[src/core/mis_pkg.sv]
// Shared constants and types for the instruction sequencer core
package mis_pkg;

    // Datapath widths
    localparam int PC_W = 11;
    localparam int DATA_W = 8;
    localparam int INSTR_W = 16;
    localparam int PMEM_WORDS = 2048;

    // Program counter reset and interrupt targets
    localparam logic [10:0] RESET_VECTOR = 11'h000;
    localparam logic [10:0] INT_VECTOR = 11'h004;

    // Data-space address at which the low PC byte sits
    localparam logic [7:0] PCL_DADDR = 8'h06;

    // APB register map, byte addresses
    localparam int APB_ADDR_W = 4;
    localparam logic [3:0] REG_PCL = 4'h0;
    localparam logic [3:0] REG_CTRL = 4'h4;
    localparam logic [3:0] REG_STATUS = 4'h8;

    // Control register fields and reset value
    localparam int CTRL_RUN_BIT = 0;
    localparam int CTRL_GIE_BIT = 1;
    localparam logic [1:0] CTRL_RESET = 2'h1;

    // Status register fields
    localparam int STAT_CARRY_BIT = 0;
    localparam int STAT_ZERO_BIT = 1;
    localparam int STAT_IRQ_BIT = 2;
    localparam int STAT_ACC_LSB = 8;

    // Major opcodes
    localparam logic [3:0] OP_MISC = 4'h0;
    localparam logic [3:0] OP_ADD = 4'h1;
    localparam logic [3:0] OP_ADC = 4'h2;
    localparam logic [3:0] OP_SUB = 4'h3;
    localparam logic [3:0] OP_SBC = 4'h4;
    localparam logic [3:0] OP_AND = 4'h5;
    localparam logic [3:0] OP_OR = 4'h6;
    localparam logic [3:0] OP_XOR = 4'h7;
    localparam logic [3:0] OP_CPL = 4'h8;
    localparam logic [3:0] OP_ROT = 4'h9;
    localparam logic [3:0] OP_INCDEC = 4'hA;
    localparam logic [3:0] OP_SKIP = 4'hB;
    localparam logic [3:0] OP_BRANCH = 4'hC;
    localparam logic [3:0] OP_CALL = 4'hD;
    localparam logic [3:0] OP_IMM_STORE = 4'hE;
    localparam logic [3:0] OP_LOAD = 4'hF;

    // Sub-codes in the aux field
    localparam logic [2:0] MISC_NOP = 3'h0;
    localparam logic [2:0] MISC_SUB_EXIT = 3'h1;
    localparam logic [2:0] MISC_INT_EXIT = 3'h2;
    localparam logic [2:0] MISC_DAA = 3'h3;
    localparam logic [2:0] SKIP_ZERO = 3'h0;
    localparam logic [2:0] SKIP_NONZERO = 3'h1;
    localparam logic [2:0] SKIP_INC_ZERO = 3'h2;
    localparam logic [2:0] SKIP_DEC_ZERO = 3'h3;

    localparam logic [15:0] NOP_INSTR = 16'h0000;

    // Instruction word layout
    typedef struct packed {
        logic [3:0] op;
        logic dest_mem;
        logic [2:0] aux;
        logic [7:0] addr;
    } mis_instr_s;

    // Status flags kept by the ALU
    typedef struct packed {
        logic zero;
        logic carry;
    } mis_flags_s;

    // Four instruction phases
    typedef enum logic [1:0] {PH_T1, PH_T2, PH_T3, PH_T4} mis_phase_e;

    // ALU functions
    typedef enum logic [4:0] {
        ALU_ADD, ALU_ADC, ALU_SUB, ALU_SBC, ALU_AND, ALU_OR, ALU_XOR,
        ALU_CPL, ALU_RR, ALU_RRC, ALU_RL, ALU_RLC, ALU_INC, ALU_DEC,
        ALU_DAA, ALU_PASS_M, ALU_PASS_A
    } mis_alu_op_e;

endpackage

[src/core/mis_sequencer.sv]
// Instruction sequencer: phases, PC, return stack, ALU control, APB
//
// Functional notes
// - Four phase clocks make one instruction cycle.
// - PC increments and fetch begins in phase one.
// - Fetch overlaps execute; PC changes cost a cycle.
// - PC is 11 bits; only low byte accessible.
// - Jumps, calls, interrupts, reset load the PC.
// - Taken skip discards prefetch, runs dummy cycle.
// - Low byte write jumps within page, adds dummy.
// - Stack holds PCs only, invisible to software.
// - Call/interrupt push PC; returns pop it.
// - Reset empties the stack.
// - Full stack holds interrupt pending until return.
// - Call on full stack loses oldest entry.
// - Eight-bit ALU writes dest and status flags.
// - Add/sub with carry, decimal adjust, logic ops.
// - Rotates, inc/dec, jumps, calls, skips.
// - Program memory is 2K words of 16 bits.
// - Reset starts execution at address zero.
//
// Our own choices: the address map and the APB register port.
`timescale 1ns/1ps
`default_nettype none

module mis_sequencer #(
    parameter int STACK_DEPTH = 8, // Must be a power of two
    parameter int PMEM_WORDS = mis_pkg::PMEM_WORDS
) (
    input wire logic i_clock,
    input wire logic i_rst,
    input wire logic i_psel,
    input wire logic i_penable,
    input wire logic i_pwrite,
    input wire logic [mis_pkg::APB_ADDR_W-1:0] i_paddr,
    input wire logic [31:0] i_pwdata,
    output logic [31:0] o_prdata,
    output logic o_pready,
    output logic o_pslverr,
    output logic [mis_pkg::PC_W-1:0] o_pmem_addr,
    input wire logic [mis_pkg::INSTR_W-1:0] i_pmem_data,
    output logic [7:0] o_dmem_addr,
    output logic [7:0] o_dmem_wdata,
    output logic o_dmem_we,
    input wire logic [7:0] i_dmem_rdata,
    input wire logic i_int_req,
    output logic o_int_ack,
    output logic [3:0] o_instruction_phase_clocks
);

    localparam int SP_W = $clog2(STACK_DEPTH);
    localparam int CNT_W = $clog2(STACK_DEPTH + 1);

    // Phase and program counter state
    mis_pkg::mis_phase_e phase; // Current instruction phase
    mis_pkg::mis_phase_e next_phase;
    logic [10:0] pc; // Address of the next fetch
    logic [10:0] exec_addr; // Address of the executing word
    mis_pkg::mis_instr_s ir; // Executing instruction

    // Datapath state
    logic [7:0] acc; // Accumulator
    logic [7:0] operand; // Memory operand caught in phase three
    mis_pkg::mis_flags_s flags; // Carry and zero

    // Return stack, invisible to software
    logic [10:0] stack_mem [STACK_DEPTH];
    logic [SP_W-1:0] stack_top; // Next free slot
    logic [CNT_W-1:0] stack_count; // Levels in use
    logic stack_full;
    logic [10:0] stack_pop_val;

    // Interrupt and control state
    logic irq_flag; // Sticky request
    logic gie; // Global interrupt enable
    logic run; // Sequencer runs when high
    logic pcl_pend; // Bus write to the low PC byte waiting
    logic [7:0] pcl_val;

    // Decode results
    mis_pkg::mis_alu_op_e alu_op;
    logic [7:0] alu_mem;
    logic [7:0] alu_result;
    mis_pkg::mis_flags_s alu_flags;
    logic exec; // Last phase of a running cycle
    logic wr_acc;
    logic wr_mem;
    logic wr_flags;
    logic wr_pcl; // Instruction writes the low PC byte
    logic skip_taken;
    logic is_branch;
    logic is_call;
    logic is_pop;
    logic instr_redirect;
    logic take_irq;
    logic take_pcl;
    logic redirect;

    // APB decode
    logic apb_setup;
    logic apb_write;
    logic apb_mapped;

    // Map an instruction to its ALU function
    function automatic mis_pkg::mis_alu_op_e decode_alu(
        input mis_pkg::mis_instr_s ins
    );
        mis_pkg::mis_alu_op_e r;
        r = mis_pkg::ALU_PASS_M;
        case (ins.op)
            mis_pkg::OP_ADD: r = mis_pkg::ALU_ADD;
            mis_pkg::OP_ADC: r = mis_pkg::ALU_ADC;
            mis_pkg::OP_SUB: r = mis_pkg::ALU_SUB;
            mis_pkg::OP_SBC: r = mis_pkg::ALU_SBC;
            mis_pkg::OP_AND: r = mis_pkg::ALU_AND;
            mis_pkg::OP_OR: r = mis_pkg::ALU_OR;
            mis_pkg::OP_XOR: r = mis_pkg::ALU_XOR;
            mis_pkg::OP_CPL: r = mis_pkg::ALU_CPL;
            mis_pkg::OP_ROT: begin
                case (ins.aux[1:0])
                    2'h0: r = mis_pkg::ALU_RR;
                    2'h1: r = mis_pkg::ALU_RRC;
                    2'h2: r = mis_pkg::ALU_RL;
                    default: r = mis_pkg::ALU_RLC;
                endcase
            end
            mis_pkg::OP_INCDEC: begin
                r = ins.aux[0] ? mis_pkg::ALU_DEC : mis_pkg::ALU_INC;
            end
            mis_pkg::OP_SKIP: begin
                r = (ins.aux == mis_pkg::SKIP_DEC_ZERO) ?
                    mis_pkg::ALU_DEC : mis_pkg::ALU_INC;
            end
            mis_pkg::OP_MISC: begin
                if (ins.aux == mis_pkg::MISC_DAA) begin
                    r = mis_pkg::ALU_DAA;
                end
            end
            mis_pkg::OP_IMM_STORE: begin
                r = ins.dest_mem ? mis_pkg::ALU_PASS_A : mis_pkg::ALU_PASS_M;
            end
            default: r = mis_pkg::ALU_PASS_M;
        endcase
        return r;
    endfunction

    // One-hot view of a phase for the phase clock outputs
    function automatic logic [3:0] phase_onehot(
        input mis_pkg::mis_phase_e p
    );
        return 4'h1 << p;
    endfunction

    // Shared ALU
    mis_alu u_alu (
        .i_op(alu_op),
        .i_acc(acc),
        .i_mem(alu_mem),
        .i_flags(flags),
        .o_result(alu_result),
        .o_flags(alu_flags)
    );

    // Phase walk; a halted core parks on its current phase
    always_comb begin
        case (phase)
            mis_pkg::PH_T1: next_phase = mis_pkg::PH_T2;
            mis_pkg::PH_T2: next_phase = mis_pkg::PH_T3;
            mis_pkg::PH_T3: next_phase = mis_pkg::PH_T4;
            mis_pkg::PH_T4: next_phase = mis_pkg::PH_T1;
            default: next_phase = mis_pkg::PH_T1;
        endcase
        if (!run) begin
            next_phase = phase;
        end
    end

    assign exec = run && (phase == mis_pkg::PH_T4);
    assign stack_full = (stack_count == CNT_W'(STACK_DEPTH));
    assign stack_pop_val = stack_mem[stack_top - SP_W'(1)];

    // Instruction decode and redirect decision for phase four
    always_comb begin
        alu_op = decode_alu(ir);
        alu_mem = (ir.op == mis_pkg::OP_IMM_STORE) ? ir.addr : operand;
        wr_acc = 1'b0;
        wr_mem = 1'b0;
        wr_flags = 1'b0;
        skip_taken = 1'b0;
        is_branch = 1'b0;
        is_call = 1'b0;
        is_pop = 1'b0;
        case (ir.op)
            mis_pkg::OP_ADD, mis_pkg::OP_ADC, mis_pkg::OP_SUB,
            mis_pkg::OP_SBC, mis_pkg::OP_AND, mis_pkg::OP_OR,
            mis_pkg::OP_XOR, mis_pkg::OP_CPL, mis_pkg::OP_ROT,
            mis_pkg::OP_INCDEC: begin
                // Result to memory or accumulator
                wr_mem = ir.dest_mem;
                wr_acc = !ir.dest_mem;
                wr_flags = 1'b1;
            end
            mis_pkg::OP_MISC: begin
                wr_mem = (ir.aux == mis_pkg::MISC_DAA) && ir.dest_mem;
                wr_acc = (ir.aux == mis_pkg::MISC_DAA) && !ir.dest_mem;
                wr_flags = (ir.aux == mis_pkg::MISC_DAA);
                is_pop = (ir.aux == mis_pkg::MISC_SUB_EXIT) ||
                    (ir.aux == mis_pkg::MISC_INT_EXIT);
            end
            mis_pkg::OP_SKIP: begin
                // Counting skips write back; plain tests do not
                case (ir.aux)
                    mis_pkg::SKIP_ZERO: skip_taken = (operand == 8'h00);
                    mis_pkg::SKIP_NONZERO: skip_taken = (operand != 8'h00);
                    mis_pkg::SKIP_INC_ZERO, mis_pkg::SKIP_DEC_ZERO: begin
                        skip_taken = (alu_result == 8'h00);
                        wr_mem = ir.dest_mem;
                        wr_acc = !ir.dest_mem;
                    end
                    default: skip_taken = 1'b0;
                endcase
            end
            mis_pkg::OP_BRANCH: is_branch = 1'b1;
            mis_pkg::OP_CALL: is_call = 1'b1;
            mis_pkg::OP_IMM_STORE: begin
                wr_mem = ir.dest_mem;
                wr_acc = !ir.dest_mem;
            end
            mis_pkg::OP_LOAD: wr_acc = 1'b1;
            default: wr_acc = 1'b0;
        endcase
        wr_pcl = wr_mem && (ir.addr == mis_pkg::PCL_DADDR);
        instr_redirect = is_branch || is_call || is_pop || wr_pcl ||
            skip_taken;
        // Acknowledge only with a free stack level
        take_irq = irq_flag && gie && !stack_full && !instr_redirect;
        take_pcl = pcl_pend && !instr_redirect && !take_irq;
        redirect = instr_redirect || take_irq || take_pcl;
    end

    // Phase counter and phase clock outputs
    always_ff @(posedge i_clock) begin
        if (i_rst) begin
            phase <= mis_pkg::PH_T1;
            o_instruction_phase_clocks <= 4'h1;
        end else begin
            phase <= next_phase;
            o_instruction_phase_clocks <= phase_onehot(next_phase);
        end
    end

    // Program counter: fetch in phase one, reload in phase four
    always_ff @(posedge i_clock) begin
        if (i_rst) begin
            pc <= mis_pkg::RESET_VECTOR;
            o_pmem_addr <= mis_pkg::RESET_VECTOR;
        end else if (run && phase == mis_pkg::PH_T1) begin
            o_pmem_addr <= pc;
            pc <= pc + 11'h001;
        end else if (exec) begin
            // Reloads replace the increment
            if (is_branch || is_call) begin
                pc <= {ir.aux, ir.addr};
            end else if (is_pop) begin
                pc <= stack_pop_val;
            end else if (wr_pcl) begin
                pc <= {exec_addr[10:8], alu_result};
            end else if (take_irq) begin
                pc <= mis_pkg::INT_VECTOR;
            end else if (take_pcl) begin
                pc <= {exec_addr[10:8], pcl_val};
            end
        end
    end

    // Instruction register; a redirect turns the prefetch into a dummy
    always_ff @(posedge i_clock) begin
        if (i_rst) begin
            ir <= mis_pkg::NOP_INSTR;
            exec_addr <= mis_pkg::RESET_VECTOR;
        end else if (exec) begin
            ir <= redirect ? mis_pkg::NOP_INSTR : i_pmem_data;
            exec_addr <= o_pmem_addr;
        end
    end

    // Data memory: address in phase two, operand in three, write in one
    always_ff @(posedge i_clock) begin
        if (i_rst) begin
            o_dmem_addr <= 8'h00;
            o_dmem_wdata <= 8'h00;
            o_dmem_we <= 1'b0;
            operand <= 8'h00;
        end else begin
            o_dmem_we <= exec && wr_mem && !wr_pcl;
            if (run && phase == mis_pkg::PH_T1) begin
                o_dmem_addr <= ir.addr;
            end
            if (run && phase == mis_pkg::PH_T3) begin
                // The low PC byte lives here, not in memory
                operand <= (ir.addr == mis_pkg::PCL_DADDR) ?
                    exec_addr[7:0] : i_dmem_rdata;
            end
            if (exec && wr_mem) begin
                o_dmem_wdata <= alu_result;
            end
        end
    end

    // Accumulator and status flags
    always_ff @(posedge i_clock) begin
        if (i_rst) begin
            acc <= 8'h00;
            flags <= '0;
        end else if (exec) begin
            if (wr_acc) begin
                acc <= alu_result;
            end
            if (wr_flags) begin
                flags <= alu_flags;
            end
        end
    end

    // Return stack; a push when full overwrites the oldest level
    always_ff @(posedge i_clock) begin
        if (i_rst) begin
            stack_top <= '0;
            stack_count <= '0;
        end else if (exec && (is_call || take_irq)) begin
            stack_mem[stack_top] <= o_pmem_addr;
            stack_top <= stack_top + SP_W'(1);
            if (!stack_full) begin
                stack_count <= stack_count + CNT_W'(1);
            end
        end else if (exec && is_pop) begin
            stack_top <= stack_top - SP_W'(1);
            if (stack_count != '0) begin
                stack_count <= stack_count - CNT_W'(1);
            end
        end
    end

    // Interrupt request flag; a new request beats the acknowledge clear
    always_ff @(posedge i_clock) begin
        if (i_rst) begin
            irq_flag <= 1'b0;
            o_int_ack <= 1'b0;
        end else begin
            irq_flag <= i_int_req || (irq_flag && !(exec && take_irq));
            o_int_ack <= exec && take_irq;
        end
    end

    // Control bits; hardware events win over a same-cycle bus write
    always_ff @(posedge i_clock) begin
        if (i_rst) begin
            run <= mis_pkg::CTRL_RESET[mis_pkg::CTRL_RUN_BIT];
            gie <= mis_pkg::CTRL_RESET[mis_pkg::CTRL_GIE_BIT];
        end else begin
            if (apb_write && i_paddr == mis_pkg::REG_CTRL) begin
                run <= i_pwdata[mis_pkg::CTRL_RUN_BIT];
                gie <= i_pwdata[mis_pkg::CTRL_GIE_BIT];
            end
            if (exec && take_irq) begin
                gie <= 1'b0; // No nesting until the exit
            end else if (exec && is_pop &&
                ir.aux == mis_pkg::MISC_INT_EXIT) begin
                gie <= 1'b1;
            end
        end
    end

    // Bus write of the low PC byte waits for a phase four with no other redirect
    always_ff @(posedge i_clock) begin
        if (i_rst) begin
            pcl_pend <= 1'b0;
            pcl_val <= 8'h00;
        end else if (apb_write && i_paddr == mis_pkg::REG_PCL) begin
            pcl_pend <= 1'b1;
            pcl_val <= i_pwdata[7:0];
        end else if (exec && take_pcl) begin
            pcl_pend <= 1'b0;
        end
    end

    // APB slave: no wait state, yet read data comes from a flop
    assign apb_setup = i_psel && !i_penable;
    assign apb_write = i_psel && i_penable && o_pready && i_pwrite &&
        apb_mapped;
    assign apb_mapped = (i_paddr == mis_pkg::REG_PCL) ||
        (i_paddr == mis_pkg::REG_CTRL) || (i_paddr == mis_pkg::REG_STATUS);

    // Read data and error are settled in the setup cycle
    always_ff @(posedge i_clock) begin
        if (i_rst) begin
            o_pready <= 1'b0;
            o_prdata <= 32'h00000000;
            o_pslverr <= 1'b0;
        end else begin
            o_pready <= apb_setup;
            if (apb_setup) begin
                o_pslverr <= !apb_mapped;
                o_prdata <= 32'h00000000;
                // The stack and its pointer have no address at all
                case (i_paddr)
                    mis_pkg::REG_PCL: o_prdata[7:0] <= exec_addr[7:0];
                    mis_pkg::REG_CTRL: begin
                        o_prdata[mis_pkg::CTRL_RUN_BIT] <= run;
                        o_prdata[mis_pkg::CTRL_GIE_BIT] <= gie;
                    end
                    mis_pkg::REG_STATUS: begin
                        o_prdata[mis_pkg::STAT_CARRY_BIT] <= flags.carry;
                        o_prdata[mis_pkg::STAT_ZERO_BIT] <= flags.zero;
                        o_prdata[mis_pkg::STAT_IRQ_BIT] <= irq_flag;
                        o_prdata[mis_pkg::STAT_ACC_LSB +: 8] <= acc;
                    end
                    default: o_prdata <= 32'h00000000;
                endcase
            end else begin
                // Error stands in the access cycle only
                o_pslverr <= 1'b0;
            end
        end
    end

endmodule

`default_nettype wire

[src/core/mis_alu.sv]
// Eight-bit ALU of the instruction sequencer
`timescale 1ns/1ps
`default_nettype none

module mis_alu (
    input wire mis_pkg::mis_alu_op_e i_op,
    input wire logic [7:0] i_acc,
    input wire logic [7:0] i_mem,
    input wire mis_pkg::mis_flags_s i_flags,
    output logic [7:0] o_result,
    output mis_pkg::mis_flags_s o_flags
);

    logic [8:0] wide; // Result with carry out
    logic [8:0] adj; // Decimal adjust work value

    // Pure combinational datapath; flag write enables live upstream
    always_comb begin
        wide = {1'b0, i_mem};
        adj = {1'b0, i_acc};
        o_flags = i_flags;
        case (i_op)
            mis_pkg::ALU_ADD: wide = {1'b0, i_acc} + {1'b0, i_mem};
            mis_pkg::ALU_ADC: wide = {1'b0, i_acc} + {1'b0, i_mem}
                + {8'h00, i_flags.carry};
            // Carry set means no borrow
            mis_pkg::ALU_SUB: wide = {1'b0, i_acc} + {1'b0, ~i_mem}
                + 9'h001;
            mis_pkg::ALU_SBC: wide = {1'b0, i_acc} + {1'b0, ~i_mem}
                + {8'h00, i_flags.carry};
            mis_pkg::ALU_AND: wide = {1'b0, i_acc & i_mem};
            mis_pkg::ALU_OR: wide = {1'b0, i_acc | i_mem};
            mis_pkg::ALU_XOR: wide = {1'b0, i_acc ^ i_mem};
            mis_pkg::ALU_CPL: wide = {1'b0, ~i_mem};
            mis_pkg::ALU_RR: wide = {1'b0, i_mem[0], i_mem[7:1]};
            mis_pkg::ALU_RRC: wide = {i_mem[0], i_flags.carry, i_mem[7:1]};
            mis_pkg::ALU_RL: wide = {1'b0, i_mem[6:0], i_mem[7]};
            mis_pkg::ALU_RLC: wide = {i_mem[7], i_mem[6:0], i_flags.carry};
            mis_pkg::ALU_INC: wide = {1'b0, i_mem + 8'h01};
            mis_pkg::ALU_DEC: wide = {1'b0, i_mem - 8'h01};
            mis_pkg::ALU_DAA: begin
                // Adjust each nibble that left the BCD range
                if (adj[3:0] > 4'h9) begin
                    adj = adj + 9'h006;
                end
                if (adj[8:4] > 5'h09 || i_flags.carry) begin
                    adj = adj + 9'h060;
                end
                wide = {adj[8] | i_flags.carry, adj[7:0]};
            end
            mis_pkg::ALU_PASS_A: wide = {1'b0, i_acc};
            default: wide = {1'b0, i_mem};
        endcase
        o_result = wide[7:0];
        o_flags.zero = (wide[7:0] == 8'h00);
        // Only these functions produce a carry
        case (i_op)
            mis_pkg::ALU_ADD, mis_pkg::ALU_ADC, mis_pkg::ALU_SUB,
            mis_pkg::ALU_SBC, mis_pkg::ALU_RRC, mis_pkg::ALU_RLC,
            mis_pkg::ALU_DAA: o_flags.carry = wide[8];
            default: o_flags.carry = i_flags.carry;
        endcase
    end

endmodule

`default_nettype wire

[config.mk]
export PLATFORM = sky130hd
export DESIGN_NAME = mis_sequencer
export DESIGN_NICKNAME = d
export VERILOG_FILES = /design/src/core/mis_pkg.sv /design/src/core/mis_sequencer.sv /design/src/core/mis_alu.sv
export SDC_FILE = /design/constraint.sdc
export NUM_CORES = 1
export LEC_CHECK = 0
export ABC_AREA = 1
export CAP_MARGIN = 20
export CORE_MARGIN = 8
export CORE_UTILIZATION = 35
export DETAILED_ROUTE_END_ITERATION = 7
export DONT_BUFFER_PORTS = 1
export PLACE_DENSITY = 0.6
export SYNTH_ARGS = -nofsm -noshare
export SYNTH_HDL_FRONTEND = slang
export SYNTH_SLANG_ARGS = --single-unit
[constraint.sdc]
create_clock -name i_clock -period 7.3 [get_ports i_clock]
set_input_delay 0.365 -clock i_clock [delete_from_list [all_inputs] [get_ports i_clock]]
set_output_delay 0.365 -clock i_clock [all_outputs]
set_load 0.01 [all_outputs]
* Word level (Yosys, flattened, before mapping)
Memories as Yosys holds them, arrays and structs flattened.
Cells that the tools add are included.
** Word-level totals
- Logic and storage cells :: 217
- Memory bits (writable) :: 88
- Bits in latches :: 0
- Bits in registers :: 128
- Memories :: 1
- ROM bits :: 0
** Operators by class
- Multiplexer cells :: 50
- Magnitude comparators :: 2
- Multiply operators :: 0
- Add/subtract/negate cells :: 14
- Bitwise gates (word level) :: 6
- Reductions and logical operators :: 73
- Equality and inequality tests :: 43
- Shift-type cells :: 1
- Divide/modulo/power cells :: 0
** Memory list
- stack_mem :: depth 8, bits a word 11, read ports 1, clocked after Yosys merged registers in 0, wr ports 1, RTL line mis_sequencer.sv:67 : logic [10:0] stack_mem [STACK_DEPTH];
** Operators with widths (count)
- case mux 9 bit (16 select lines) :: 1
- 2-to-1 mux 11 bit :: 7
- case mux 5 bit (13 select lines) :: 1
- == test 4 bit (second input constant) :: 10
- 2-to-1 mux 9 bit :: 4
- == test 5 x 4 -> 1 bit (second input constant) :: 7
- logical AND 1 bit :: 26
- 2-to-1 mux 8 bit :: 3
- == test 4 x 3 -> 1 bit (second input constant) :: 5
- == test 5 x 3 -> 1 bit (second input constant) :: 4
- adder 8 x 8 -> 9 bit :: 2
- adder 9 x 1 -> 9 bit :: 2
- logical NOT 8 bit :: 2
- 2-to-1 mux 1 bit :: 16
- 2-to-1 mux 16 bit :: 1
- 2-to-1 mux 4 bit :: 4
- logical OR 1 bit :: 12
- case mux 2 bit (3 select lines) :: 2
- adder 11 x 1 -> 11 bit (second input constant) :: 1
- OR reduction 11 bit :: 1
- == test 5 x 2 -> 1 bit (second input constant) :: 2
- 2-to-1 mux 5 bit :: 2
- nonzero test 2 bit :: 5
- OR reduction 10 bit :: 1
- 46 further kinds :: 68

* Logic depth before layout (Yosys ltp)
Gate-level depths: netlist of run 1.
- Word-level depth :: 26
- Depth in mapped cells :: 41

* Cells and area by module
From an unflattened synthesis of run 1, not the netlist that was laid out.
** Second synthesis, totals
- Cells, all modules :: 1707
- Area, all modules :: 12569.6 um^2
** By module, submodules not included
- mis_sequencer :: sequential area each 5205.0 um^2, area an instance 9565.4 um^2, times used 1, cells each 1136
- mis_alu :: sequential area each 0.0 um^2, area an instance 3004.1 um^2, times used 1, cells each 571

* Least setup slack after synthesis of run 1
OpenSTA, ideal clock, no wires.
- Path kind :: reg-to-reg
- Start point :: register ir[13] (netlist bit)
- End point :: memory stack_mem[2][0] (enable)
- Clock period less this slack :: 5023 ps
- Path slack :: 2277 ps
- Path buffers :: 2
- Arrival time :: 4630 ps
- Library setup time :: 393 ps
- Data required time :: 6907 ps
- Cell stages (with the launch flop) :: 34
- Cell sequence :: dfxtp_1 > buf_4 > inv_1 > nor2_1 > nand2_2 > buf_6 > nand2_1 > nand2_1 > inv_1 > ha_1 > inv_1 > fa_1 > inv_1 > nand2_1 > o21ai_2 > ha_1 > inv_1 > nor2_1 > nand2_1 > o21ai_1 > nand3_1 > nand3_1 > nand2_1 > nand2_1 > nor2_2 > nand3_2 > nand2_2 > nand2_2 > nand4_4 > nand2_4 > inv_2 > nor2_4 > nand2_1 > nor3_1
** Between the ends
- Word-level cells in the longest chain between the ends :: 17
- Elaborated cells on any way between the ends :: 65
- Classes of those cells :: 7 x add/sub; 29 x eq/ne; 12 x mux; 4 x bitwise; 13 x reduce/logical
** RTL lines
- start, declared :: RTL line mis_sequencer.sv:59 : mis_pkg::mis_instr_s ir;
- start signal, assigned :: RTL line mis_sequencer.sv:279 : ir <= mis_pkg::NOP_INSTR;
- start signal, assigned :: RTL line mis_sequencer.sv:282 : ir <= redirect ? mis_pkg::NOP_INSTR : i_pmem_data;
- == test 4 bit :: RTL line mis_sequencer.sv:110, mis_sequencer.sv:185, mis_sequencer.sv:193
- 2-to-1 mux 8 bit :: RTL line mis_sequencer.sv:185 : alu_mem = (ir.op == mis_pkg::OP_IMM_STORE) ? ir.addr : operand;
- inverter 8 bit :: RTL line mis_alu.sv:27, mis_alu.sv:29, mis_alu.sv:34
- adder 8 x 8 -> 9 bit :: RTL line mis_alu.sv:27, mis_alu.sv:29
- adder 9 x 1 -> 9 bit (on tied branches) :: RTL line mis_alu.sv:30, mis_alu.sv:28
- case mux 9 bit (16 select lines) :: RTL line mis_alu.sv:22 : case (i_op)
- logical NOT 8 bit :: RTL line mis_sequencer.sv:216 : skip_taken = (alu_result == 8'h00);
- case mux 1 bit (3 select lines) :: RTL line mis_sequencer.sv:212 : case (ir.aux)
- 2-to-1 mux 1 bit :: RTL line mis_sequencer.sv:193 : case (ir.op)
- logical OR 1 bit :: RTL line mis_sequencer.sv:233 : instr_redirect = is_branch || is_call || is_pop || wr_pcl ||
- logical NOT 1 bit :: RTL line mis_sequencer.sv:236 : take_irq = irq_flag && gie && !stack_full && !instr_redirect;
- logical AND 1 bit :: RTL line mis_sequencer.sv:236
- logical OR 1 bit (*) :: RTL line mis_sequencer.sv:330 : end else if (exec && (is_call || take_irq)) begin
- logical AND 1 bit (*) :: RTL line mis_sequencer.sv:330
- 2-to-1 mux 1 bit (*) :: RTL line mis_sequencer.sv:330
- 2-to-1 mux 1 bit (*) :: RTL line mis_sequencer.sv:327 : if (i_rst) begin
- 2-to-1 mux 1 bit (implied by the code) (*) :: RTL line mis_sequencer.sv:331 : stack_mem[stack_top] <= o_pmem_addr;
- end, declared :: RTL line mis_sequencer.sv:67
Mark *: on every way between the ends. The rest lies on a longest branch, timed or not.

* Final worst setup path of run 1
- Start point :: register ir[13] (netlist bit)
- End point :: memory stack_mem[3][4] (enable)
Same word-level chain as after synthesis.

==> reports/qor.csv, run 1 <==
stage,metric,value,unit
clock_network,clk sinks,216,
yosys,cell count after synthesis,1675,
global_route,pin count of the biggest net entering global routing,87,
cells_and_area,Post-Layout Cell Count,2159,
pwr,P_leak,5.82,nW
pwr,Peak VDD IR,0.174,mV
sta,Slew Limit Fails,0,
worst_setup_path,Max stage delay on crit path,590,ps
yosys,"EDFF count, synth",88,
global_route,first-pass GRT wire length,63700,um
job,max_cap viols,0,
worst_setup_path,worst setup path category,register to register,
worst_setup_path,CP dominant cell by count,nand2_1,
yosys,Yosys top cell area share,0.212,
pwr,Reg power frac,0.472,
global_route,Tot GR Track Use,0.193,
clock_network,CTS Buffer Depth,3,
place,dpl ws,1240,ps
floorplanning,initial core utilization,0.353,
routing,routed vias,11400,
yosys,Post-synth top flop,dfxtp_1,
floorplanning,Die Wd,205,um
sta,Hold Slack,30.5,ps
clock_network,clock root buffer,clkbuf_16,
sta,max_slew headroom,0.378,
sta,worst-margin pin slew,930,ps
floorplanning,row cnt,69,
status,outcome,finished clean,
cells_and_area,layout net count,1792,
cells_and_area,Final Util,0.392,
routing,Routed Antenna Nets,0,
cells_and_area,synthesis-to-finish area growth,11.1,%
routing,Via density,5.29,
clock_network,CTS tree,yes,
yosys,Mean Syn Cell Area,7.43,um2
clock_network,"Reg clk slew, reported paths",60,ps
yosys,"Seq/Total Area, Yosys",0.418,
pwr,Tot Pwr,2.92,mW
pwr,Psw,0.849,mW
cells_and_area,Final Cell Area,0.0138,mm2
yosys,Ys Warns,0,
sta,Final Hold Viols,0,
worst_setup_path,Crit Path Max Fanout,14,
yosys,asr flop ratio synth,0,
worst_setup_path,CP endpoint kind,register,
place,dpl cell area,0.0128,mm2
routing,total routed wirelength,41700,um
floorplanning,core footprint,0.0353,mm2
floorplanning,Die ar.,0.0419,mm2
sta,Clock Skews,15.2,ps
global_route,vias in the first global route,10800,
yosys,Seq cells post-synth,216,
place,Placed Instances,2087,
yosys,post-synth cell types,55,
routing,Post-route DRC,0,
global_route,initial antenna violation count,2,
worst_hold_path,worst min-delay path class,input port to register,
worst_setup_path,CP Data Arrival Time,6470,ps
sta,final setup margin,1060,ps
pwr,pwr dens,211,mW/mm2
worst_setup_path,CP Launch Type,register,
pwr,P_int,2.07,mW
sta,Final Setup Violations,0,
worst_setup_path,R2R Setup Slk,1060,ps
sta,Max Freq,0.160,GHz
worst_setup_path,CP max stage cell,o21ai_1,
sta,Setup TNS,0,ps
floorplanning,Top Ports,133,
floorplanning,Die H,205,um
place,hpwl dp,31000,um
worst_setup_path,Critical Path RT,7530,ps
routing,routed length per instance,19.3,um
routing,DRT iter0 DRCs,907,
clock_network,H-tree levels,1,
sta,Tcrit/Tclk final,0.855,
place,RD Place Congestion,0.979,
yosys,Mapped Area,0.0125,mm2
clock_network,clock buffer count from CTS,25,
sta,RSZ-0062 raised after global routing,no,
pwr,Logic pwr share,0.133,
cells_and_area,layout cells sized above 1,0.0725,
clock_network,Skew-Pair Late Insertion Delay,540,ps
sta,final critical path time including I/O delays and setup,6240,ps
place,# port buffers,0,
routing,TritonRoute pass-1 iters,6,
global_route,gr ovfl total,0,
yosys,largest area contributor in the netlist,edfxtp_1,
yosys,"top cells by area, synth","edfxtp_1 (21%), dfxtp_1 (21%), nand2_1 (10%)",
pwr,Sw Ratio,0.291,
pwr,Clock Power Share,0.396,
-- final cells by class --
class / instances / area, um2
clock buffer: 32 / 662
antenna: 2 / 5.00
sequential: 216 / 5200
multi-input combinational: 1194 / 6160
timing repair buffer: 40 / 375
clock inverter: 13 / 91.3
inverter: 201 / 754
fill: 3680 / 21500
tap: 461 / 577
-- Yosys cell counts, types with 7 or more instances --
cell type	count
o21ai_0	142
inv_2	21
clkbuf_1	45
a31oi_1	7
nand2_1	331
clkinv_1	11
nand2_2	12
nor2_2	8
or2_2	9
ha_1	44
buf_1	7
a21oi_1	117
nor2_1	196
nand3_1	134
o22ai_1	14
buf_4	20
nor3_1	20
edfxtp_1	88
inv_1	169
o221ai_1	19
o21ai_1	16
nand4_1	27
dfxtp_1	128
o211ai_1	25
-- kinds of logic (layout without fill, tap and decap cells) --
family,count (synthesis),count (layout),synth area share
DFF,216,216,0.418
xor gates and xnor gates,7,7,0.00492
buffers and inverters,280,286,0.0921
other,1,18,0.000301
adders and majority gates,48,48,0.0506
and+or+nand+nor,758,758,0.267
AOI/OAI and AO/OA,365,365,0.167
-- power groups by stage --
stage	logic (mW)	clock network, mW	registers, mW
final	0.387	1.15	1.38
after global routing	0.432	1.23	1.38
after CTS	0.381	1.18	1.38
after detailed placement	0.361	0	1.40
after global placement	0.355	0	1.40
after floorplan	0.283	0	1.37
-- flip-flops by register name, indices dropped and copies added (netlist names), 2 cells and up --
name / count
ir: 16
o_instruction_phase_clocks: 4
phase: 2
o_pmem_addr: 11
pc: 11
operand: 8
stack_top: 3
o_prdata: 16
stack_mem: 88
exec_addr: 11
stack_count: 4
acc: 8
pcl_val: 8
o_dmem_wdata: 8
o_dmem_addr: 8
flags: 2
-- critical path, delay by kind of cell (launching register included) --
family                     cells  cell delay (ps)
and+or+nand+nor               20             2730
AOI/OAI and AO/OA              4             1230
buffers and inverters          6              900
adders and majority gates      1              580
DFF                            1              460
-- metal layers --
layer  part of all wire  routed length, um  vias to the layer above  global-route usage
li1                   -                  -                     5610                   -
met1               0.43              17900                     5325               0.248
met2               0.47              19600                      394               0.318
met3              0.064               2670                       82              0.0373
met4              0.037               1560                        2              0.0720
met5            0.00038                 16                        -                   0
-- final timing paths --
kind | start | to | cells past startpoint
worst max-delay path | ir[13]$_SDFFE_PP0P_ | stack_mem[3][4]$_DFFE_PP_ | 31
worst min-delay path | i_pmem_data[14] | ir[14]$_SDFFE_PP0P_ | 2
worst max register to register | ir[13]$_SDFFE_PP0P_ | stack_mem[3][4]$_DFFE_PP_ | 31
worst min register to register | pcl_val[2]$_SDFFE_PP0P_ | pcl_val[2]$_SDFFE_PP0P_ | 2
-- cells in the final DEF (no fill, tap or decap), types with 9 or more instances in the layout --
cell           Yosys  routed
dlygate4sd3_1      0      23
o21ai_1           16      16
o22ai_1           14      14
nand2_1          331     331
buf_4             20      14
clkbuf_16          0      25
conb_1             1      16
dfxtp_1          128     128
nand2_2           12      12
edfxtp_1          88      88
a21oi_1          117     117
o211ai_1          25      25
inv_1            169     169
o21ai_0          142     142
or2_2              9       9
ha_1              44      44
nor3_1            20      20
nor2_1           196     195
nand3_1          134     134
nor2_2             8       9
inv_2             21      22
nand4_1           27      27
clkinv_1          11      14
o221ai_1          19      19
-- repair_timing --
item	in CTS	in global routing
buffers inserted	0	0
gates resized for setup	0	0
hold buffers	24	0
hold endpoints to repair	41	0
Power figures use the tool's default switching activity.
==> inputs of run 2 (changes only) <==
Settings changed: CORE_MARGIN 8 to 2, CORE_UTILIZATION 35 to 34, PLACE_DENSITY 0.6 to 0.59.
==> reports/qor.csv, run 2 (same netlist as run 1, synthesis figures left out) <==
stage,metric,value,unit,change
worst_setup_path,Worst R2R End,stack_mem[3][1]$_DFFE_PP_,,
worst_setup_path,CP Launch Type,register,,
worst_setup_path,worst r2r src,ir[13]$_SDFFE_PP0P_,,
sta,final critical path time including I/O delays and setup,6200,ps,-38.2 ps
clock_network,clk sinks,216,,unchanged
worst_hold_path,worst min-delay path class,input port to register,,
cells_and_area,most frequent cells in the layout,"nand2_1 (331), nor2_1 (195), inv_1 (169)",,
worst_setup_path,R2R Setup Slk,1100,ps,+40 ps
global_route,vias in the first global route,10600,,-1.5%
clock_network,Skew-Pair Late Insertion Delay,540,ps,about the same
sta,RSZ-0062 raised after global routing,no,,
cells_and_area,max reg flops,88,,unchanged
routing,total routed wirelength,40900,um,-2.0%
routing,routed length per instance,18.9,um,-2.0%
worst_setup_path,CP endpoint kind,register,,
cells_and_area,"most common cell after layout, fill and taps aside",nand2_1,,
floorplanning,Die H,195,um,-4.5%
global_route,first-pass GRT wire length,62600,um,-1.8%
cells_and_area,layout cells sized above 1,0.0787,,+0.00613
global_route,pin count of the biggest net entering global routing,73,,-16%
job,max_cap viols,0,,unchanged
pwr,Tot Pwr,3.00,mW,+2.8%
routing,TritonRoute pass-1 iters,5,,-1
clock_network,clock root buffer,clkbuf_16,,
routing,DRT iter0 DRCs,1147,,+26%
cells_and_area,Top Registers,"stack_mem (88), ir (16), o_prdata (16)",,
worst_setup_path,Critical Path RT,7520,ps,about the same
sta,worst-margin pin slew,990,ps,+59.6 ps
floorplanning,Die ar.,0.0382,mm2,-8.8%
place,hpwl dp,30100,um,-3.0%
clock_network,CTS Buffer Depth,3,,unchanged
floorplanning,Top Ports,133,,unchanged
worst_setup_path,Reg2Reg Depth,32,,+3.2%
worst_hold_path,Hold Path Stages,3,,+1
pwr,Peak VDD IR,0.145,mV,-17%
pwr,Clock Power Share,0.414,,+0.018
pwr,Psw,0.855,mW,+0.78%
sta,Clock Skews,21.4,ps,+6.24 ps
cells_and_area,synthesis-to-finish area growth,11.4,%,
routing,routed vias,11400,,unchanged
sta,Setup TNS,0,ps,unchanged
routing,Post-route DRC,0,,unchanged
pwr,Reg power frac,0.458,,-0.014
cells_and_area,Reg with most FFs,stack_mem,,
global_route,initial antenna violation count,0,,-2
worst_hold_path,hold path startpoint,i_rst,,
routing,Via density,5.28,,about the same
floorplanning,Die Wd,195,um,-4.5%
place,# port buffers,0,,unchanged
floorplanning,initial core utilization,0.343,,-0.0101
pwr,pwr dens,216,mW/mm2,+2.6%
sta,Slew Limit Fails,0,,unchanged
cells_and_area,Post-Layout Cell Count,2160,,+0.046%
worst_setup_path,CP dominant cell by count,nand2_1,,
cells_and_area,Final Util,0.382,,-0.0101
sta,Final Setup Violations,0,,unchanged
clock_network,H-tree levels,1,,unchanged
cells_and_area,Filler cells,3764,,+2.3%
sta,Hold Slack,8.78,ps,-21.7 ps
worst_setup_path,CP max stage cell,nor3_1,,
worst_setup_path,Max stage delay on crit path,550,ps,-40 ps
clock_network,CTS tree,yes,,
global_route,Tot GR Track Use,0.210,,+0.0164
place,RD Place Congestion,1.03,,+5.7%
sta,final setup margin,1100,ps,+38.2 ps
routing,Routed Antenna Nets,0,,unchanged
clock_network,"Reg clk slew, reported paths",60,ps,about the same
floorplanning,core footprint,0.0363,mm2,+2.9%
sta,max_slew headroom,0.339,,-0.0382
worst_setup_path,Crit Path Max Fanout,14,,unchanged
place,dpl cell area,0.0128,mm2,+0.25%
floorplanning,row cnt,70,,+1.4%
global_route,gr ovfl total,0,,unchanged
place,Placed Instances,2097,,+0.48%
clock_network,clock buffer count from CTS,24,,-4.0%
pwr,P_leak,5.84,nW,+0.38%
worst_setup_path,worst setup path category,register to register,,
place,dpl ws,1180,ps,-58.8 ps
sta,Max Freq,0.161,GHz,+0.62%
clock_network,post-cts sizing count,0,,unchanged
worst_setup_path,CP Data Arrival Time,6420,ps,-50 ps
sta,Final Hold Viols,0,,unchanged
worst_hold_path,hold endpoint,acc[7]$_SDFFE_PP0P_,,
pwr,Sw Ratio,0.285,,-0.00581
pwr,P_int,2.15,mW,+3.7%
cells_and_area,layout net count,1788,,-0.22%
cells_and_area,Final Cell Area,0.0139,mm2,+0.27%
sta,Tcrit/Tclk final,0.850,,-0.00524
pwr,Logic pwr share,0.127,,-0.006
status,outcome,finished clean,,
## run 2: cell count changes in the layout (fill, tap and decap cells not counted), sizes merged, moves of 2 or more
cell,previous run,this run
buf,17,19
inv,194,192
clkinvlp,1,3
dlygate4sd3,23,18
clkbuf,32,30
## run 2: routing by layer
metal,global-route usage,share of wire
met5,0,0
met4,0.0450,0.021
met3,0.0235,0.053
met2,0.362,0.48
met1,0.283,0.45
## run 2: worst max path at each step
stage | depth (start not counted) | start | end
2_1_floorplan | 33 | ir[13]$_SDFFE_PP0P_ | stack_mem[2][0]$_DFFE_PP_
3_3_place_gp | 35 | ir[13]$_SDFFE_PP0P_ | stack_mem[3][5]$_DFFE_PP_
3_5_place_dp | 32 | ir[13]$_SDFFE_PP0P_ | stack_mem[3][5]$_DFFE_PP_
4_1_cts | 32 | ir[13]$_SDFFE_PP0P_ | stack_mem[3][1]$_DFFE_PP_
5_1_grt | 33 | ir[13]$_SDFFE_PP0P_ | stack_mem[3][5]$_DFFE_PP_
6_report | 32 | ir[13]$_SDFFE_PP0P_ | stack_mem[3][1]$_DFFE_PP_
## run 2: power groups by stage
stage	Combinational, mW	Sequential (mW)	Clock (mW)
floorplan	0.283	1.37	0
global placement	0.357	1.40	0
detailed placement	0.360	1.40	0
CTS	0.376	1.38	1.26
global route	0.426	1.38	1.31
finish	0.382	1.38	1.24
## run 2: cell type report
type	count	area [um2]	area share
repair buffers	37	335	0.0242
well taps	468	586	0.0422
flip-flops and latches	216	5200	0.375
inverters	201	754	0.0544
clock buffers	30	706	0.0509
multi-input cells	1194	6160	0.444
diodes	1	2.50	0.000180
clock inverters	13	120	0.00866
## run 2: repair_timing
| item | 4_1_cts | 5_1_grt |
|---|---|---|
| setup endpoints to repair | 0 | 0 |
| hold endpoints to repair | 38 | 1 |
| buffers inserted | 0 | 0 |
| hold buffers | 18 | 1 |
## run 2: critical path: cells and delay by family (launching register included)
kind            cells  cell delay, ps
buf+inv             7            1030
compound gates      2             250
fa+ha+maj           3             910
flops               1             480
simple gates       20            3250
==> inputs of run 3 (changes only) <==
Settings changed: ABC_AREA 1 to 0, PLACE_DENSITY 0.59 to 0.61.
Clock period 7.3 ns to 5.55 ns, I/O delays scaled along.
==> reports/qor.csv, run 3 <==
stage,metric,value,unit,change
status,outcome,finished clean,,
cells_and_area,Reg with most FFs,stack_mem,,
routing,Via density,5.82,,+10%
floorplanning,Die H,197,um,+0.83%
place,# port buffers,0,,unchanged
yosys,asr flop ratio synth,0,,unchanged
worst_setup_path,CP Launch Type,register,,
floorplanning,Die ar.,0.0388,mm2,+1.7%
cells_and_area,"most common cell after layout, fill and taps aside",dfxtp_1,,
sta,Max Freq,0.188,GHz,+17%
pwr,Peak VDD IR,0.304,mV,+110%
worst_setup_path,worst r2r src,ir[15]$_SDFFE_PP0P_,,
cells_and_area,layout cells sized above 1,0.145,,+0.0667
routing,Routed Antenna Nets,0,,unchanged
sta,max_slew headroom,0.257,,-0.0820
worst_hold_path,Hold Path Stages,2,,-1
worst_hold_path,hold path startpoint,i_dmem_rdata[2],,
sta,final critical path time including I/O delays and setup,5320,ps,-887 ps
routing,DRT iter0 DRCs,829,,-28%
global_route,Tot GR Track Use,0.208,,-0.00139
worst_setup_path,R2R Setup Slk,230,ps,-860 ps
yosys,"Seq/Total Area, Yosys",0.411,,-0.00698
yosys,Mean Syn Cell Area,9.45,um2,+27%
yosys,"top cells by area, synth","edfxtp_1 (21%), dfxtp_1 (20%), mux2i_1 (4.5%)",,
yosys,largest area contributor in the netlist,edfxtp_1,,
worst_setup_path,Crit Path Max Fanout,10,,-4
place,RD Place Congestion,1.01,,-2.7%
cells_and_area,Top Registers,"stack_mem (88), ir (16), o_prdata (16)",,
place,Placed Instances,1810,,-14%
yosys,Mapped Area,0.0127,mm2,+1.7%
sta,Setup TNS,0,ps,unchanged
global_route,first-pass GRT wire length,62700,um,+0.27%
pwr,pwr dens,260,mW/mm2,+20%
yosys,Post-synth top flop,dfxtp_1,,
routing,TritonRoute pass-1 iters,5,,unchanged
cells_and_area,layout net count,1515,,-15%
yosys,Seq cells post-synth,216,,unchanged
routing,total routed wirelength,41300,um,+1.0%
sta,Clock Skews,13.0,ps,-8.45 ps
global_route,gr ovfl total,0,,unchanged
clock_network,"Reg clk slew, reported paths",70,ps,about the same
routing,routed vias,11000,,-3.9%
worst_setup_path,CP endpoint kind,register,,
global_route,vias in the first global route,10600,,-0.23%
worst_hold_path,worst min-delay path class,input port to register,,
clock_network,CTS Buffer Depth,3,,unchanged
yosys,"EDFF count, synth",88,,unchanged
cells_and_area,Final Cell Area,0.0148,mm2,+6.5%
worst_setup_path,Critical Path RT,5940,ps,-1580 ps
worst_setup_path,CP Data Arrival Time,5710,ps,-710 ps
yosys,Yosys top cell area share,0.209,,-0.00354
sta,worst-margin pin slew,1110,ps,+121 ps
clock_network,CTS tree,yes,,
yosys,cell count after synthesis,1340,,-20%
worst_setup_path,Worst R2R End,stack_top[0]$_SDFFE_PP0P_,,
sta,Tcrit/Tclk final,0.958,,+0.108
floorplanning,initial core utilization,0.346,,+0.00332
floorplanning,core footprint,0.0366,mm2,+0.72%
floorplanning,Top Ports,133,,unchanged
routing,Post-route DRC,0,,unchanged
clock_network,clock root buffer,clkbuf_16,,
cells_and_area,synthesis-to-finish area growth,16.6,%,
pwr,P_leak,5.37,nW,-7.9%
clock_network,H-tree levels,1,,unchanged
floorplanning,row cnt,70,,unchanged
place,hpwl dp,30600,um,+1.8%
clock_network,Skew-Pair Late Insertion Delay,510,ps,-30 ps
floorplanning,Die Wd,197,um,+0.83%
sta,Slew Limit Fails,0,,unchanged
job,max_cap viols,0,,unchanged
cells_and_area,Final Util,0.403,,+0.0219
clock_network,clock buffer count from CTS,22,,-8.3%
sta,Final Setup Violations,0,,unchanged
cells_and_area,ANT cells,0,,-1
global_route,initial antenna violation count,0,,unchanged
worst_hold_path,hold endpoint,operand[2]$_SDFFE_PP0P_,,
cells_and_area,most frequent cells in the layout,"dfxtp_1 (128), nor2_1 (127), nand2_1 (126)",,
worst_setup_path,Reg2Reg Depth,20,,-38%
global_route,pin count of the biggest net entering global routing,105,,+44%
clock_network,clk sinks,216,,unchanged
worst_setup_path,worst setup path category,register to register,,
routing,routed length per instance,21.9,um,+16%
yosys,most frequent cells after synthesis,"dfxtp_1 (128), nor2_1 (128), nand2_1 (126)",,
sta,Final Hold Viols,0,,unchanged
place,dpl cell area,0.0135,mm2,+5.3%
cells_and_area,max reg flops,88,,unchanged
yosys,post-synth cell types,91,,+65%
cells_and_area,Post-Layout Cell Count,1885,,-13%
sta,Hold Slack,17.0,ps,+8.25 ps
yosys,Ys Warns,0,,unchanged
## run 3: cell types whose count changed in the layout (fill, tap and decap cells not counted), sizes merged, moves of 26 or more
cell    previous run  this run
buf               19        96
xnor2              3        29
nand2            344       126
mux2i              0        59
inv              192        37
nand3            139        29
o21ai            164        53
a211oi             1        30
nor2             207       130
## run 3: cells by family (layout without fill, tap and decap cells)
kind of cell               count (synthesis)  in the layout  synth area share
adders and majority gates                 48             48            0.0498
xor gates and xnor gates                  43             43            0.0308
muxes                                     88             88            0.0940
DFF                                      216            216             0.411
AOI/OAI and AO/OA                        353            353             0.189
buffers and inverters                    140            202            0.0511
other                                      1             16          0.000296
and+or+nand+nor                          451            451             0.174
## run 3: how the worst max path moves through the flow
stage                        startpoint                     endpoint  slack (ps)  cells after the start
CTS                 ir[15]$_SDFFE_PP0P_  stack_count[3]$_SDFFE_PP0P_         0.2                     22
detailed placement  ir[15]$_SDFFE_PP0P_  stack_count[3]$_SDFFE_PP0P_          20                     20
floorplan           ir[14]$_SDFFE_PP0P_  stack_count[3]$_SDFFE_PP0P_         -40                     23
global placement    ir[15]$_SDFFE_PP0P_  stack_count[3]$_SDFFE_PP0P_          30                     22
global route        ir[15]$_SDFFE_PP0P_  stack_count[3]$_SDFFE_PP0P_         -60                     21
finish              ir[15]$_SDFFE_PP0P_    stack_top[0]$_SDFFE_PP0P_         230                     20
## run 3: per-stage QoR
stage,setup slack (ps),power [mW]
after detailed placement,17.5,2.31
after global routing,-63.7,3.97
after CTS,0.222,3.81
final,235,3.84
after floorplan,-39.2,2.12
after global placement,28.6,2.30
## run 3: power by group
group	switching [mW]	internal, mW
logic	0.403	0.250
clock network	0.630	0.856
registers	0.0328	1.66
total	1.07	2.77
## run 3: cell type report
type | instances | area, um2
clock buffer | 27 | 591
clock inverter | 13 | 131
fill | 3653 | 21800
inverter | 36 | 135
multi-input combinational | 999 | 7070
sequential | 216 | 5200
tap | 468 | 586
timing repair buffer | 126 | 1050
## run 3: layer usage
metal	GRT usage	vias up	share of wire
met5	0	-	0
li1	-	5086	-
met4	0.101	0	0.053
met3	0.0269	124	0.061
met1	0.253	5292	0.39
met2	0.364	463	0.49
## run 3: worst max-delay path, cell delays in order, from the launching register on
cell	delay, ps
dfxtp_1	370
nand4b_1	190
buf_4	240
mux2_2	300
inv_1	90
ha_2	450
inv_1	130
a221oi_2	290
o311ai_2	190
or4_1	460
and3_1	220
o21a_1	170
o31a_1	340
nor4b_4	300
a31oi_2	140
buf_4	170
a211oi_1	240
buf_4	180
xnor2_1	110
nor2_1	50
dlygate4sd3_1	550
## run 3: what timing repair did
item / 4_1_cts / 5_1_grt
resized for setup: 2 / 31
endpoints found under the setup margin: 1 / 95
pin swaps: 0 / 2
hold endpoints to repair: 125 / 0
cloned: 0 / 0
hold buffers: 31 / 0
buffers inserted: 0 / 4
